### config.mk
export PLATFORM = sky130hd
export DESIGN_NAME = sld_core
export DESIGN_NICKNAME = d
export VERILOG_FILES = /design/src/core/sld_pkg.sv /design/src/core/sld_mem.sv /design/src/core/sld_core.sv
export VERILOG_INCLUDE_DIRS = /design/src /design/src/core
export SDC_FILE = /design/constraint.sdc
export NUM_CORES = 2
export LEC_CHECK = 0
export BUFFER_PORTS_ARGS = -buffer_cell sky130_fd_sc_hd__buf_2
export CAP_MARGIN = 20
export CORE_MARGIN = 1.5
export CORE_UTILIZATION = 35
export DETAILED_ROUTE_END_ITERATION = 6
export GPL_ROUTABILITY_DRIVEN = 0
export PLACE_DENSITY_LB_ADDON = 0.2
export SYNTH_ARGS = -nofsm -noshare
export SYNTH_HDL_FRONTEND = slang
export SYNTH_HIERARCHICAL = 1
export SYNTH_SLANG_ARGS = --single-unit
export TNS_END_PERCENT = 50
### constraint.sdc
create_clock -name clk_sys -period 10.8 [get_ports clk_sys]
set_input_delay 0.54 -clock clk_sys [delete_from_list [all_inputs] [get_ports clk_sys]]
set_output_delay 0.54 -clock clk_sys [all_outputs]
set_load 0.05 [all_outputs]
### src/core/sld_defs.svh
// Constants of the serial segment LCD driver
`ifndef SLD_DEFS_SVH
`define SLD_DEFS_SVH

// ==========================================================
// Display geometry
`define SLD_SEG_COUNT       32
`define SLD_ROW_COUNT       4
`define SLD_FRAME_BITS      8'd128
`define SLD_BIT_CNT_MAX     8'hff
`define SLD_CMD_LSB         0

// ==========================================================
// Frame timing
`define SLD_TICK_LAST       5'd23
`define SLD_SLOT_TICKS_4    5'd6
`define SLD_SLOT_TICKS_3    5'd8
`define SLD_CLK_HZ          100000000
`define SLD_RC_OSC_HZ       4800

// ==========================================================
// Register map
`define SLD_ADDR_CTRL       4'h0
`define SLD_ADDR_STATUS     4'h4
`define SLD_ADDR_FRAMES     4'h8
`define SLD_ADDR_LOADS      4'hc
`define SLD_CTRL_RESET      1'h1
`define SLD_CTRL_DISP_BIT   0
`define SLD_STAT_DUTY_BIT   0
`define SLD_STAT_EXT_BIT    1
`define SLD_STAT_POL_BIT    2
`define SLD_STAT_FULL_BIT   3
`define SLD_STAT_CMD_LSB    8
`define SLD_STAT_DROP_LSB   16

`endif

### src/core/sld_pkg.sv
// Types of the serial segment LCD driver
package sld_pkg;

  typedef struct packed {
    logic serial_data;
    logic shift_clk;
    logic load_strobe;
  } sld_link_type;

  typedef struct packed {
    logic        psel;
    logic        penable;
    logic        pwrite;
    logic [31:0] paddr;
    logic [31:0] pwdata;
  } sld_apb_req_type;

  typedef enum logic [1:0] {
    SLD_IDLE = 2'b01,
    SLD_COPY = 2'b10
  } sld_copy_state_type;

  typedef logic [127:0] sld_frame_type;

endpackage

### src/core/sld_mem.sv
// Display latch: four rows of segment bits, registered read
`timescale 1ns/100ps
`include "sld_defs.svh"

module sld_mem (
  input  wire logic        clk_sys,
  input  wire logic        rst,
  input  wire logic        ce,
  input  wire logic        we,
  input  wire logic [1:0]  waddr,
  input  wire logic [31:0] wdata,
  input  wire logic [1:0]  raddr,
  output logic      [31:0] rdata
);

  logic [31:0] mem [0:`SLD_ROW_COUNT-1];

  always_ff @(posedge clk_sys) begin
    if (rst) begin
      for (int i = 0; i < `SLD_ROW_COUNT; i++) begin
        mem[i] <= 32'h0000_0000;
      end
      rdata <= 32'h0000_0000;
    end else if (ce) begin
      if (we) begin
        mem[waddr] <= wdata;
      end
      rdata <= mem[raddr];
    end
  end

endmodule

### src/core/sld_core.sv
// Serial segment LCD driver core with APB status and control
//
// Our own choices: the APB interface to the registers and the register addresses.
`timescale 1ns/100ps
`include "sld_defs.svh"

// How it works
// - A high serial data bit lights its segment, a low bit darkens it.
// - A data bit is shifted in at every rising edge of the shift clock.
// - A load strobe pulse moves shifted data to the latch or takes a command.
// - Select low uses the built-in RC oscillator, high the external clock.
// - The built-in oscillator is held stopped while the select is high.
// - Duty select high gives 1/3 duty, low gives 1/4 duty.
// - A low level on the reset input initialises all internal state.
// - In 1/3 duty only the first three commons carry a waveform.
// - In 1/4 duty all four commons fire, one per frame slot.
// - The frame rate is the selected oscillator divided by 24.
// - Thirty-two segment outputs follow the latched data of the row.
// - The latch holds 128 segments in both duties; 1/3 duty only shows the first 96.

module sld_core #(
  parameter int RC_DIV = `SLD_CLK_HZ / `SLD_RC_OSC_HZ
) (
  input  wire logic                   clk_sys,
  input  wire logic                   srst,
  input  wire logic                   ce,
  input  wire sld_pkg::sld_link_type  link,
  input  wire logic                   reset_n,
  input  wire logic                   osc_source_select,
  input  wire logic                   duty_select,
  input  wire logic                   ext_osc_in,
  input  wire sld_pkg::sld_apb_req_type apb_req,
  output logic                        pready,
  output logic [31:0]                 prdata,
  output logic                        pslverr,
  output logic                        common_out_1,
  output logic                        common_out_2,
  output logic                        common_out_3,
  output logic                        common_out_4,
  output logic [31:0]                 segment_outputs,
  output logic                        frame_rate,
  output logic                        lcd_polarity
);

  // ==========================================================
  // Functions
  function automatic logic [31:0] row_of(input sld_pkg::sld_frame_type f,
                                         input logic [1:0] r);
    case (r)
      2'h0:    row_of = f[127:96];
      2'h1:    row_of = f[95:64];
      2'h2:    row_of = f[63:32];
      default: row_of = f[31:0];
    endcase
  endfunction

  function automatic logic [1:0] slot_of(input logic [4:0] t,
                                         input logic       third);
    if (third) begin
      slot_of = (t < `SLD_SLOT_TICKS_3) ? 2'h0 :
                (t < 5'(2 * `SLD_SLOT_TICKS_3)) ? 2'h1 : 2'h2;
    end else begin
      slot_of = (t < `SLD_SLOT_TICKS_4) ? 2'h0 :
                (t < 5'(2 * `SLD_SLOT_TICKS_4)) ? 2'h1 :
                (t < 5'(3 * `SLD_SLOT_TICKS_4)) ? 2'h2 : 2'h3;
    end
  endfunction

  logic rst;
  assign rst = srst | ~reset_n;

  // ==========================================================
  // Serial link, two-entry frame buffer and latch copy
  sld_pkg::sld_link_type       link_q, next_link_q;
  sld_pkg::sld_frame_type      sreg, next_sreg;
  logic [7:0]                  bit_cnt, next_bit_cnt;
  logic [7:0]                  cmd, next_cmd;
  sld_pkg::sld_frame_type      buf_data [0:1];
  sld_pkg::sld_frame_type      next_buf_data [0:1];
  logic                        buf_wr, next_buf_wr;
  logic                        buf_rd, next_buf_rd;
  logic [1:0]                  buf_cnt, next_buf_cnt;
  sld_pkg::sld_copy_state_type copy_state, next_copy_state;
  logic [1:0]                  copy_row, next_copy_row;
  logic [15:0]                 load_cnt, next_load_cnt;
  logic [7:0]                  drop_cnt, next_drop_cnt;
  logic                        shift_rise, load_rise, push, pop;
  logic                        in_ready, out_valid, frame_tick;
  logic                        mem_we;
  logic [31:0]                 mem_wdata, mem_rdata;

  assign shift_rise = link.shift_clk & ~link_q.shift_clk;
  assign load_rise  = link.load_strobe & ~link_q.load_strobe;
  assign in_ready   = (buf_cnt != 2'h2);
  assign out_valid  = (buf_cnt != 2'h0);
  assign mem_we     = (copy_state == sld_pkg::SLD_COPY);
  assign mem_wdata  = row_of(buf_data[buf_rd], copy_row);

  always_comb begin
    next_link_q     = link;
    next_sreg       = sreg;
    next_bit_cnt    = bit_cnt;
    next_cmd        = cmd;
    next_buf_data   = buf_data;
    next_buf_wr     = buf_wr;
    next_buf_rd     = buf_rd;
    next_copy_state = copy_state;
    next_copy_row   = copy_row;
    next_load_cnt   = load_cnt;
    next_drop_cnt   = drop_cnt;
    push            = 1'b0;
    pop             = 1'b0;
    if (shift_rise) begin
      next_sreg = {sreg[126:0], link.serial_data};
      if (bit_cnt != `SLD_BIT_CNT_MAX) begin
        next_bit_cnt = bit_cnt + 8'h01;
      end
    end
    if (load_rise) begin
      next_bit_cnt = 8'h00;
      if (bit_cnt == `SLD_FRAME_BITS) begin
        push = in_ready;
        if (!in_ready) begin
          next_drop_cnt = drop_cnt + 8'h01;
        end
      end else begin
        next_cmd = sreg[`SLD_CMD_LSB +: 8];
      end
    end
    if (push) begin
      next_buf_data[buf_wr] = sreg;
      next_buf_wr           = ~buf_wr;
      next_load_cnt         = load_cnt + 16'h0001;
    end
    case (copy_state)
      sld_pkg::SLD_IDLE: begin
        // Latch only changes on a frame boundary to avoid tearing
        if (out_valid && frame_tick) begin
          next_copy_state = sld_pkg::SLD_COPY;
          next_copy_row   = 2'h0;
        end
      end
      sld_pkg::SLD_COPY: begin
        next_copy_row = copy_row + 2'h1;
        if (copy_row == 2'h3) begin
          pop             = 1'b1;
          next_copy_state = sld_pkg::SLD_IDLE;
        end
      end
      default: next_copy_state = sld_pkg::SLD_IDLE;
    endcase
    if (pop) begin
      next_buf_rd = ~buf_rd;
    end
    next_buf_cnt = 2'(buf_cnt + {1'b0, push} - {1'b0, pop});
  end

  always_ff @(posedge clk_sys) begin
    if (rst) begin
      link_q      <= '0;
      sreg        <= '0;
      bit_cnt     <= 8'h00;
      cmd         <= 8'h00;
      buf_data[0] <= '0;
      buf_data[1] <= '0;
      buf_wr      <= 1'b0;
      buf_rd      <= 1'b0;
      buf_cnt     <= 2'h0;
      copy_state  <= sld_pkg::SLD_IDLE;
      copy_row    <= 2'h0;
      load_cnt    <= 16'h0000;
      drop_cnt    <= 8'h00;
    end else if (ce) begin
      link_q      <= next_link_q;
      sreg        <= next_sreg;
      bit_cnt     <= next_bit_cnt;
      cmd         <= next_cmd;
      buf_data    <= next_buf_data;
      buf_wr      <= next_buf_wr;
      buf_rd      <= next_buf_rd;
      buf_cnt     <= next_buf_cnt;
      copy_state  <= next_copy_state;
      copy_row    <= next_copy_row;
      load_cnt    <= next_load_cnt;
      drop_cnt    <= next_drop_cnt;
    end
  end

  // ==========================================================
  // Oscillator source, frame divider and drive
  logic [23:0] rc_cnt, next_rc_cnt;
  logic        ext_q, next_ext_q;
  logic [4:0]  tick_cnt, next_tick_cnt;
  logic [1:0]  slot, slot_d, next_slot_d;
  logic [31:0] frame_cnt, next_frame_cnt;
  logic        display_on;
  logic        rc_tick, ext_rise, osc_tick;
  logic [3:0]  next_com;
  logic [31:0] next_seg;
  logic        next_frame_rate, next_pol;

  assign rc_tick    = (rc_cnt == 24'(RC_DIV - 1));
  assign ext_rise   = ext_osc_in & ~ext_q;
  assign osc_tick   = osc_source_select ? ext_rise : rc_tick;
  assign frame_tick = osc_tick && (tick_cnt == `SLD_TICK_LAST);
  assign slot       = slot_of(tick_cnt, duty_select);

  always_comb begin
    next_ext_q      = ext_osc_in;
    next_rc_cnt     = rc_tick ? 24'h00_0000 : rc_cnt + 24'h00_0001;
    if (osc_source_select) begin
      next_rc_cnt = 24'h00_0000;
    end
    next_tick_cnt   = tick_cnt;
    if (osc_tick) begin
      next_tick_cnt = frame_tick ? 5'h00 : tick_cnt + 5'h01;
    end
    next_frame_rate = frame_tick;
    next_pol        = frame_tick ? ~lcd_polarity : lcd_polarity;
    next_frame_cnt  = frame_tick ? frame_cnt + 32'h0000_0001 : frame_cnt;
    next_slot_d     = slot;
    next_com        = 4'h0;
    if (display_on) begin
      next_com[slot_d] = 1'b1;
    end
    next_seg        = display_on ? mem_rdata : 32'h0000_0000;
  end

  always_ff @(posedge clk_sys) begin
    if (rst) begin
      rc_cnt          <= 24'h00_0000;
      ext_q           <= 1'b0;
      tick_cnt        <= 5'h00;
      slot_d          <= 2'h0;
      frame_cnt       <= 32'h0000_0000;
      frame_rate      <= 1'b0;
      lcd_polarity    <= 1'b0;
      common_out_1    <= 1'b0;
      common_out_2    <= 1'b0;
      common_out_3    <= 1'b0;
      common_out_4    <= 1'b0;
      segment_outputs <= 32'h0000_0000;
    end else if (ce) begin
      rc_cnt          <= next_rc_cnt;
      ext_q           <= next_ext_q;
      tick_cnt        <= next_tick_cnt;
      slot_d          <= next_slot_d;
      frame_cnt       <= next_frame_cnt;
      frame_rate      <= next_frame_rate;
      lcd_polarity    <= next_pol;
      common_out_1    <= next_com[0];
      common_out_2    <= next_com[1];
      common_out_3    <= next_com[2];
      common_out_4    <= next_com[3];
      segment_outputs <= next_seg;
    end
  end

  // Display latch, 4 rows of 32 segments
  sld_mem u_mem (
    .clk_sys (clk_sys),
    .rst     (rst),
    .ce      (ce),
    .we      (mem_we),
    .waddr   (copy_row),
    .wdata   (mem_wdata),
    .raddr   (slot),
    .rdata   (mem_rdata)
  );

  // ==========================================================
  // APB slave, one wait state
  logic        next_pready, next_pslverr;
  logic [31:0] next_prdata;
  logic        next_display_on;
  logic        mapped;
  logic [31:0] status_word;

  assign mapped = (apb_req.paddr[31:4] == 28'h000_0000) &&
                  (apb_req.paddr[1:0] == 2'h0);
  assign status_word = {8'h00, drop_cnt, cmd, 4'h0, ~in_ready,
                        lcd_polarity, osc_source_select, duty_select};

  always_comb begin
    next_pready     = 1'b0;
    next_prdata     = prdata;
    next_pslverr    = 1'b0;
    next_display_on = display_on;
    if (apb_req.psel && apb_req.penable && !pready) begin
      next_pready  = 1'b1;
      next_pslverr = ~mapped;
      case (apb_req.paddr[3:0])
        `SLD_ADDR_CTRL:   next_prdata = {31'h0000_0000, display_on};
        `SLD_ADDR_STATUS: next_prdata = status_word;
        `SLD_ADDR_FRAMES: next_prdata = frame_cnt;
        `SLD_ADDR_LOADS:  next_prdata = {16'h0000, load_cnt};
        default:          next_prdata = 32'h0000_0000;
      endcase
      if (!mapped) begin
        next_prdata = 32'h0000_0000;
      end
    end
    if (apb_req.psel && apb_req.penable && pready && apb_req.pwrite &&
        mapped && apb_req.paddr[3:0] == `SLD_ADDR_CTRL) begin
      next_display_on = apb_req.pwdata[`SLD_CTRL_DISP_BIT];
    end
  end

  always_ff @(posedge clk_sys) begin
    if (rst) begin
      pready     <= 1'b0;
      prdata     <= 32'h0000_0000;
      pslverr    <= 1'b0;
      display_on <= `SLD_CTRL_RESET;
    end else if (ce) begin
      pready     <= next_pready;
      prdata     <= next_prdata;
      pslverr    <= next_pslverr;
      display_on <= next_display_on;
    end
  end

  // ==========================================================
  // Assertions
  property p_lit_data;
    @(posedge clk_sys) disable iff (rst)
      copy_state == sld_pkg::SLD_COPY && copy_row == 2'h0 && ce |=>
        u_mem.mem[0] == $past(buf_data[buf_rd][127:96]);
  endproperty
  a_lit_data: assert property (p_lit_data)
    else $error("Latched row differs from shifted data");

  property p_shift_in;
    @(posedge clk_sys) disable iff (rst)
      ce && shift_rise |=>
        sreg == {$past(sreg[126:0]), $past(link.serial_data)};
  endproperty
  a_shift_in: assert property (p_shift_in)
    else $error("Shift edge did not take the data bit");

  property p_load_push;
    @(posedge clk_sys) disable iff (rst)
      ce && load_rise && bit_cnt == `SLD_FRAME_BITS && in_ready |=>
        load_cnt == $past(load_cnt) + 16'h0001 && bit_cnt == 8'h00;
  endproperty
  a_load_push: assert property (p_load_push)
    else $error("Load strobe did not accept a full frame");

  property p_ext_source;
    @(posedge clk_sys) disable iff (rst)
      ce && osc_source_select && !ext_rise |=> $stable(tick_cnt);
  endproperty
  a_ext_source: assert property (p_ext_source)
    else $error("Frame advanced without an external clock edge");

  property p_rc_off;
    @(posedge clk_sys) disable iff (rst)
      ce && osc_source_select |=> rc_cnt == 24'h00_0000;
  endproperty
  a_rc_off: assert property (p_rc_off)
    else $error("Internal oscillator ran while disabled");

  property p_third_duty;
    @(posedge clk_sys) disable iff (rst)
      duty_select && $past(duty_select) && $past(duty_select, 2) |->
        !common_out_4;
  endproperty
  a_third_duty: assert property (p_third_duty)
    else $error("Fourth common driven in one-third duty");

  property p_reset;
    @(posedge clk_sys) disable iff (srst)
      !reset_n |=> bit_cnt == 8'h00 && segment_outputs == 32'h0000_0000 &&
        copy_state == sld_pkg::SLD_IDLE && buf_cnt == 2'h0;
  endproperty
  a_reset: assert property (p_reset)
    else $error("Reset input did not initialise state");

  property p_com_one;
    @(posedge clk_sys) disable iff (rst)
      $onehot0({common_out_4, common_out_3, common_out_2, common_out_1});
  endproperty
  a_com_one: assert property (p_com_one)
    else $error("More than one common active");

  property p_frame_div;
    @(posedge clk_sys) disable iff (rst)
      $rose(frame_rate) |-> tick_cnt == 5'h00 &&
        $past(tick_cnt) == `SLD_TICK_LAST;
  endproperty
  a_frame_div: assert property (p_frame_div)
    else $error("Frame pulse not after 24 oscillator ticks");

  property p_seg_follow;
    @(posedge clk_sys) disable iff (rst)
      ce && display_on |=> segment_outputs == $past(mem_rdata);
  endproperty
  a_seg_follow: assert property (p_seg_follow)
    else $error("Segments do not follow latched row");

  property p_copy_start;
    @(posedge clk_sys) disable iff (rst)
      copy_state == sld_pkg::SLD_COPY &&
        $past(copy_state) == sld_pkg::SLD_IDLE |->
        $past(frame_tick) && $past(buf_cnt) != 2'h0;
  endproperty
  a_copy_start: assert property (p_copy_start)
    else $error("Latch update without a loaded frame");

endmodule

After elaboration in Yosys (flattened, before gate mapping)

Memory sizes are Yosys's and may differ from the RTL's. A register that Yosys moved wholly into a read port is not among the register bits.
Cells that the tools add are included.

Bitwise logic cells: 16
Mux-type cells: 46
Eq/ne operators: 15
$mul: 0
Reductions and logical operators: 33
Add/subtract/negate cells: 9
Shift operators: 0
Order comparisons: 10
Div/mod/pow operators: 0

Operator list:

| cell                                                       | number |
|---|---|
| 2-to-1 mux 128 bit                                         | 4 |
| bitwise mux 256 bit                                        | 1 |
| demux 128 bit (select 1 bit)                               | 1 |
| case mux 32 bit (4 select lines)                           | 1 |
| 2-to-1 mux 32 bit                                          | 3 |
| case mux 32 bit (3 select lines)                           | 1 |
| 2-to-1 mux 24 bit                                          | 2 |
| adder 32 x 1 -> 32 bit, second input constant              | 1 |
| OR reduction 32 bit                                        | 1 |
| logical NOT 28 bit                                         | 1 |
| adder 24 x 1 -> 24 bit, second input constant              | 1 |
| == test 24 x 15 -> 1 bit, second input constant            | 1 |
| 2-to-1 mux 8 bit                                           | 3 |
| 2-to-1 mux 2 bit                                           | 9 |
| adder 16 x 1 -> 16 bit, second input constant              | 1 |
| adder 8 x 1 -> 8 bit, second input constant                | 2 |
| 2-to-1 mux 1 bit                                           | 16 |
| AND reduction 2 bit                                        | 7 |
| AND reduction 3 bit                                        | 4 |
| logical AND 1 bit                                          | 11 |
| less-than comparator 5 x 4 -> 1 bit, second input constant | 2 |
| less-than comparator 5 bit, second input constant          | 2 |
| inverter 1 bit                                             | 10 |
| == test 4 bit, second input constant                       | 2 |
| other kinds (29)                                           | 42 |

Bits in read-only memories: 0
Output and inout bits: 72
Bits in writable memories: 128
Memories: 1
Latch bits: 0
Register bits after elaboration: 571

Memories:

| name      | depth | width | read ports | clocked after memory_dff | write ports | line          | text |
|---|---|---|---|---|---|---|---|
| u_mem.mem | 4     | 32    | 1          | 1                        | 4           | sld_mem.sv:16 | `` logic [31:0] mem [0:`SLD_ROW_COUNT-1]; `` |

Depth between registers and ports, before layout

Depth after elaboration: 7
Gate-level depth with buffers: 12
Gate-level depth less buffers: 12

By module

Netlist, hierarchy kept.

By module, submodules not included:

| module   | cells each | instances | area each (µm²) |
|---|---|---|---|
| sld_core | 2798       | 1         | 23113.4 |
| sld_mem  | 504        | 1         | 6750.2 |

Least setup slack after synthesis

No wires, ideal clock.

Kind: in2reg
From: input reset_n
To: memory u_mem.mem[0][0] (enable)
Data arrival time: 3.335 ns
Stages: 8
Path slack: 7.037 ns
Required time: 10.372 ns
Setup time: 0.428 ns
Buffers on the path: 4
Cells stage by stage: nor2b_1 > clkbuf_1 > inv_2 > clkbuf_1 > clkbuf_1 > nand4bb_1 > clkbuf_1 > o21bai_1

RTL lines:

| item        | line           | text |
|---|---|---|
| from (decl) | sld_core.sv:28 | `input wire logic reset_n,` |
| to (decl)   | sld_mem.sv:16  |  |

Worst setup path after layout

From: register bit_cnt[0]
To: register buf_data[127] (netlist name)

Cells in the longest elaborated chain, start to end: 4

Ends and longest elaborated chain:

| item                          | line            | text |
|---|---|---|
| from (decl)                   | sld_core.sv:76  | `logic [7:0] bit_cnt, next_bit_cnt;` |
| from (signal assigned)        | sld_core.sv:176 | `bit_cnt <= next_bit_cnt;` |
| == test 8 bit (no line)       | -               |  |
| 2-to-1 mux 1 bit              | sld_core.sv:121 | `` if (bit_cnt == `SLD_FRAME_BITS) begin `` |
| 2-to-1 mux 1 bit              | sld_core.sv:119 | `if (load_rise) begin` |
| AND reduction 2 bit (no line) | -               |  |
| to (signal assigned)          | sld_core.sv:178 | `buf_data <= next_buf_data;` |
| to (decl)                     | sld_core.sv:78  | `sld_pkg::sld_frame_type buf_data [0:1];` |

Every way passes these cells.
A chain may end at the register's enable or synchronous reset.

==> flow_metrics.env <==
export IMPL_core_mm2=0.08409
export IMPL_ys_types=74
export IMPL_cts_max_path_buffers=3
export IMPL_hpwl_um=44510
export IMPL_switching_share_pct=21.98
export IMPL_avgSynthCellArea_um2=9.044
export IMPL_cts_sinks=731
export IMPL_hold_violations=0
export IMPL_power_total_w=0.005649
export IMPL_leakagePower_nw=11.11
export IMPL_antenna_found_initial=1
export IMPL_clk_pin_slew_ns=0.06
export IMPL_initial_core_util_pct=35.52
export IMPL_portBuffers=117
export IMPL_maxCapViolCount=0
export IMPL_routedWlPerCell_um=17.69
export IMPL_die_h_um=295.1
export IMPL_io_pins=149
export IMPL_setup_ws_ns=7.132
export IMPL_grt_overflow=0
export IMPL_synthArstFlopShare_pct=0
export IMPL_cts_root_buffer_cell="clkbuf_16"
export IMPL_via_count=23260
export IMPL_cts_repair_resized=0
export IMPL_synth_edf_count=128
export IMPL_fill_cells=8536
export IMPL_power_share_clock_pct=47.9
export IMPL_drc=0
export IMPL_wirelength_um=79330
export IMPL_final_cell_mix="819 x nand2_1, 602 x dfxtp_1, 437 x a21oi_1"
export IMPL_min_period_ns=3.668
export IMPL_power_density_mw_per_mm2=166.7
export IMPL_maxSlewViolCount=0
export IMPL_r2r_slack_ns=7.13
export IMPL_synth_area_leaders="dfxtp_1 40%, edfxtp_1 13%, nand2_1 10%"
export IMPL_start_kind="flip-flop"
export IMPL_grt_pass1_wl_um=126200
export IMPL_rsz0062_at_grt="false"
export IMPL_cp_end_kind="flip-flop"
export IMPL_worst_ep_arrival_time_ns=4.21
export IMPL_vdd_drop_max_mv=0.1152
export IMPL_drt_iter0_drc=1995
export IMPL_post_cts_buffers=0
export IMPL_seq_power_share_pct=49.7
export IMPL_die_area_mm2=0.08709
export IMPL_ys_warn_count=6
export IMPL_synth_fp_nets=3393
export IMPL_syn_area_mm2=0.02986
export IMPL_seq_area_frac_synth_pct=53.29
export IMPL_hold_class="input pin to flip-flop"
export IMPL_reg2reg_depth=8
export IMPL_min_from="apb_req[0]"
export IMPL_grt_max_degree=93
export IMPL_drive_gt1_share_pct=11.38
export IMPL_hold_depth=3
export IMPL_cts_tree="built"
export IMPL_drtPass1Iterations=6
export IMPL_numCtsBuffers=81
export IMPL_htreeDepth=3
export IMPL_min_to="display_on$_SDFFE_PP1P_"
export IMPL_setup_tns_final_ns=0
export IMPL_worstMarginPinSlew_ns=1.074
export IMPL_synth_seq_cells=731
export IMPL_synth_largest_area_cell="dfxtp_1"
export IMPL_crit_fanout=72
export IMPL_rows=106
export IMPL_slew_headroom_pct=27.71
export IMPL_intPower_w=0.004407
export IMPL_ys_flop_type="dfxtp_1"
export IMPL_gr_usage_all_layers_pct=17.96
export IMPL_syn_inst=3302
export IMPL_run_status="finished, final reports clean"
export IMPL_pre_cts_ws_ns=6.614
export IMPL_final_util_pct=40.29
export IMPL_postCtsHoldBufs=0
export IMPL_die_x_um=295.1
export IMPL_finClkSkew_ns=0.03614
export IMPL_grt_pass1_vias=22050
export IMPL_combPwrFrac_pct=2.4
export IMPL_fmax_mhz=272.6
export IMPL_whs_ns=0.1187
export IMPL_layout_commonest_cell="nand2_1"
export IMPL_switchingPower_w=0.001241
export IMPL_clk_latency_ns=0.63
export IMPL_r2r_end="buf_data[127]$_SDFFE_PP0P_"
export IMPL_setup_viol=0
export IMPL_synth_top_cell_area_share_pct=40.42
export IMPL_antenna_left=0
export IMPL_crit_required_ns=11.34
export IMPL_r2r_start="bit_cnt[0]$_SDFFE_PP0P_"
export IMPL_syn_to_final_growth_pct=13.44
export IMPL_fin_crit_sh_pct=33.96
export IMPL_final_nets=3376
export IMPL_critPathKind="flip-flop to flip-flop"
export IMPL_viasPerCell=5.185
==> power groups by stage <==
| stage | Combinational [W] | Clock [W] | Sequential [W] |
|---|---|---|---|
| floorplan | 0.0000873 | 0 | 0.00287 |
| global placement | 0.000139 | 0 | 0.00287 |
| detailed placement | 0.000139 | 0 | 0.00287 |
| CTS | 0.000139 | 0.00277 | 0.00281 |
| global route | 0.000149 | 0.00288 | 0.00281 |
| finish | 0.000137 | 0.00270 | 0.00281 |
==> synthesized netlist by cell type, types with 23 or more instances <==
library cell / instances
a21oi_1: 437
a222oi_1: 64
a22oi_1: 52
and3_1: 26
buf_1: 24
buf_2: 45
clkbuf_1: 174
dfxtp_1: 603
edfxtp_1: 128
inv_1: 107
mux2i_1: 82
mux4_2: 33
nand2_1: 820
nand3_1: 41
nand4_1: 33
nor2_1: 162
nor3_1: 110
o21ai_0: 23
o31ai_1: 27
or3b_2: 25
or4_1: 28
xor2_1: 31
==> through the flow <==
step                cell area [µm²]  instances
floorplan                     29860       3302
global placement              31200       4334
detailed placement            31200       4334
CTS                           33830       4480
global route                  33870       4482
finish                        33880       4485
==> cell families (layout without fill, tap and decap cells) <==
group	Yosys count	after routing	share of synthesized area (%)
multiplexers	117	117	5.313
other	0	3	0
adder cells (fa/ha/maj)	14	14	0.5866
AND/OR/NAND/NOR	1337	1337	19.94
flip-flops	731	731	53.29
buffers and inverters	368	414	5.003
AO/OA/AOI/OAI	685	685	14.40
XOR/XNOR	50	50	1.466
==> state kept, by name, summed over array words and instances, names as in the netlist, 2 cells and up <==
name             cells
u_mem/rdata         32
rc_cnt              24
tick_cnt             5
slot_d               2
frame_cnt           32
buf_cnt              2
cmd                  8
drop_cnt             8
bit_cnt              8
sreg               128
prdata              32
copy_state           2
link_q               2
segment_outputs     32
buf_data           256
copy_row             2
u_mem/mem          128
load_cnt            16
==> how the worst max path moves through the flow <==
stage | startpoint | endpoint | slack, ns | cells after the start
floorplan | reset_n | u_mem/mem[0][0]$_SDFFCE_PN0P_ | 7.04 | 8
global placement | reset_n | buf_data[49]$_SDFFE_PP0P_ | 6.64 | 8
detailed placement | reset_n | sreg[85]$_SDFFE_PP0P_ | 6.61 | 8
CTS | bit_cnt[0]$_SDFFE_PP0P_ | buf_data[41]$_SDFFE_PP0P_ | 7.09 | 8
global route | bit_cnt[0]$_SDFFE_PP0P_ | buf_data[5]$_SDFFE_PP0P_ | 6.85 | 8
finish | bit_cnt[0]$_SDFFE_PP0P_ | buf_data[127]$_SDFFE_PP0P_ | 7.13 | 8
==> worst max-delay path, cell delays in order, from the launching register on <==
cell and delay (ns):
dfxtp_1 0.34, inv_1 0.07, ha_1 0.16, or4b_4 0.50, nor4_4 0.63, and2_4 0.75, buf_4 0.80, nand2_1 0.14
a21oi_1 0.15
==> cell type report <==
| type | count | area [µm²] | area share, % |
|---|---|---|---|
| Sequential cell | 731 | 15920 | 46.98 |
| Multi-Input combinational cell | 2203 | 12560 | 37.08 |
| Clock buffer | 127 | 2441 | 7.206 |
| Tap cell | 1134 | 1419 | 4.188 |
| Timing Repair Buffer | 158 | 920.9 | 2.718 |
| Inverter | 110 | 421.7 | 1.245 |
| Clock inverter | 19 | 187.7 | 0.5540 |
| Antenna cell | 3 | 7.507 | 0.02216 |
==> per-layer routing <==
layer	GRT usage, %	share of wire (%)
met5	0	0
met4	4.203	1.7
met3	2.684	4.6
met2	28.97	45
met1	25.29	48
(Power assumes the default switching activity.)
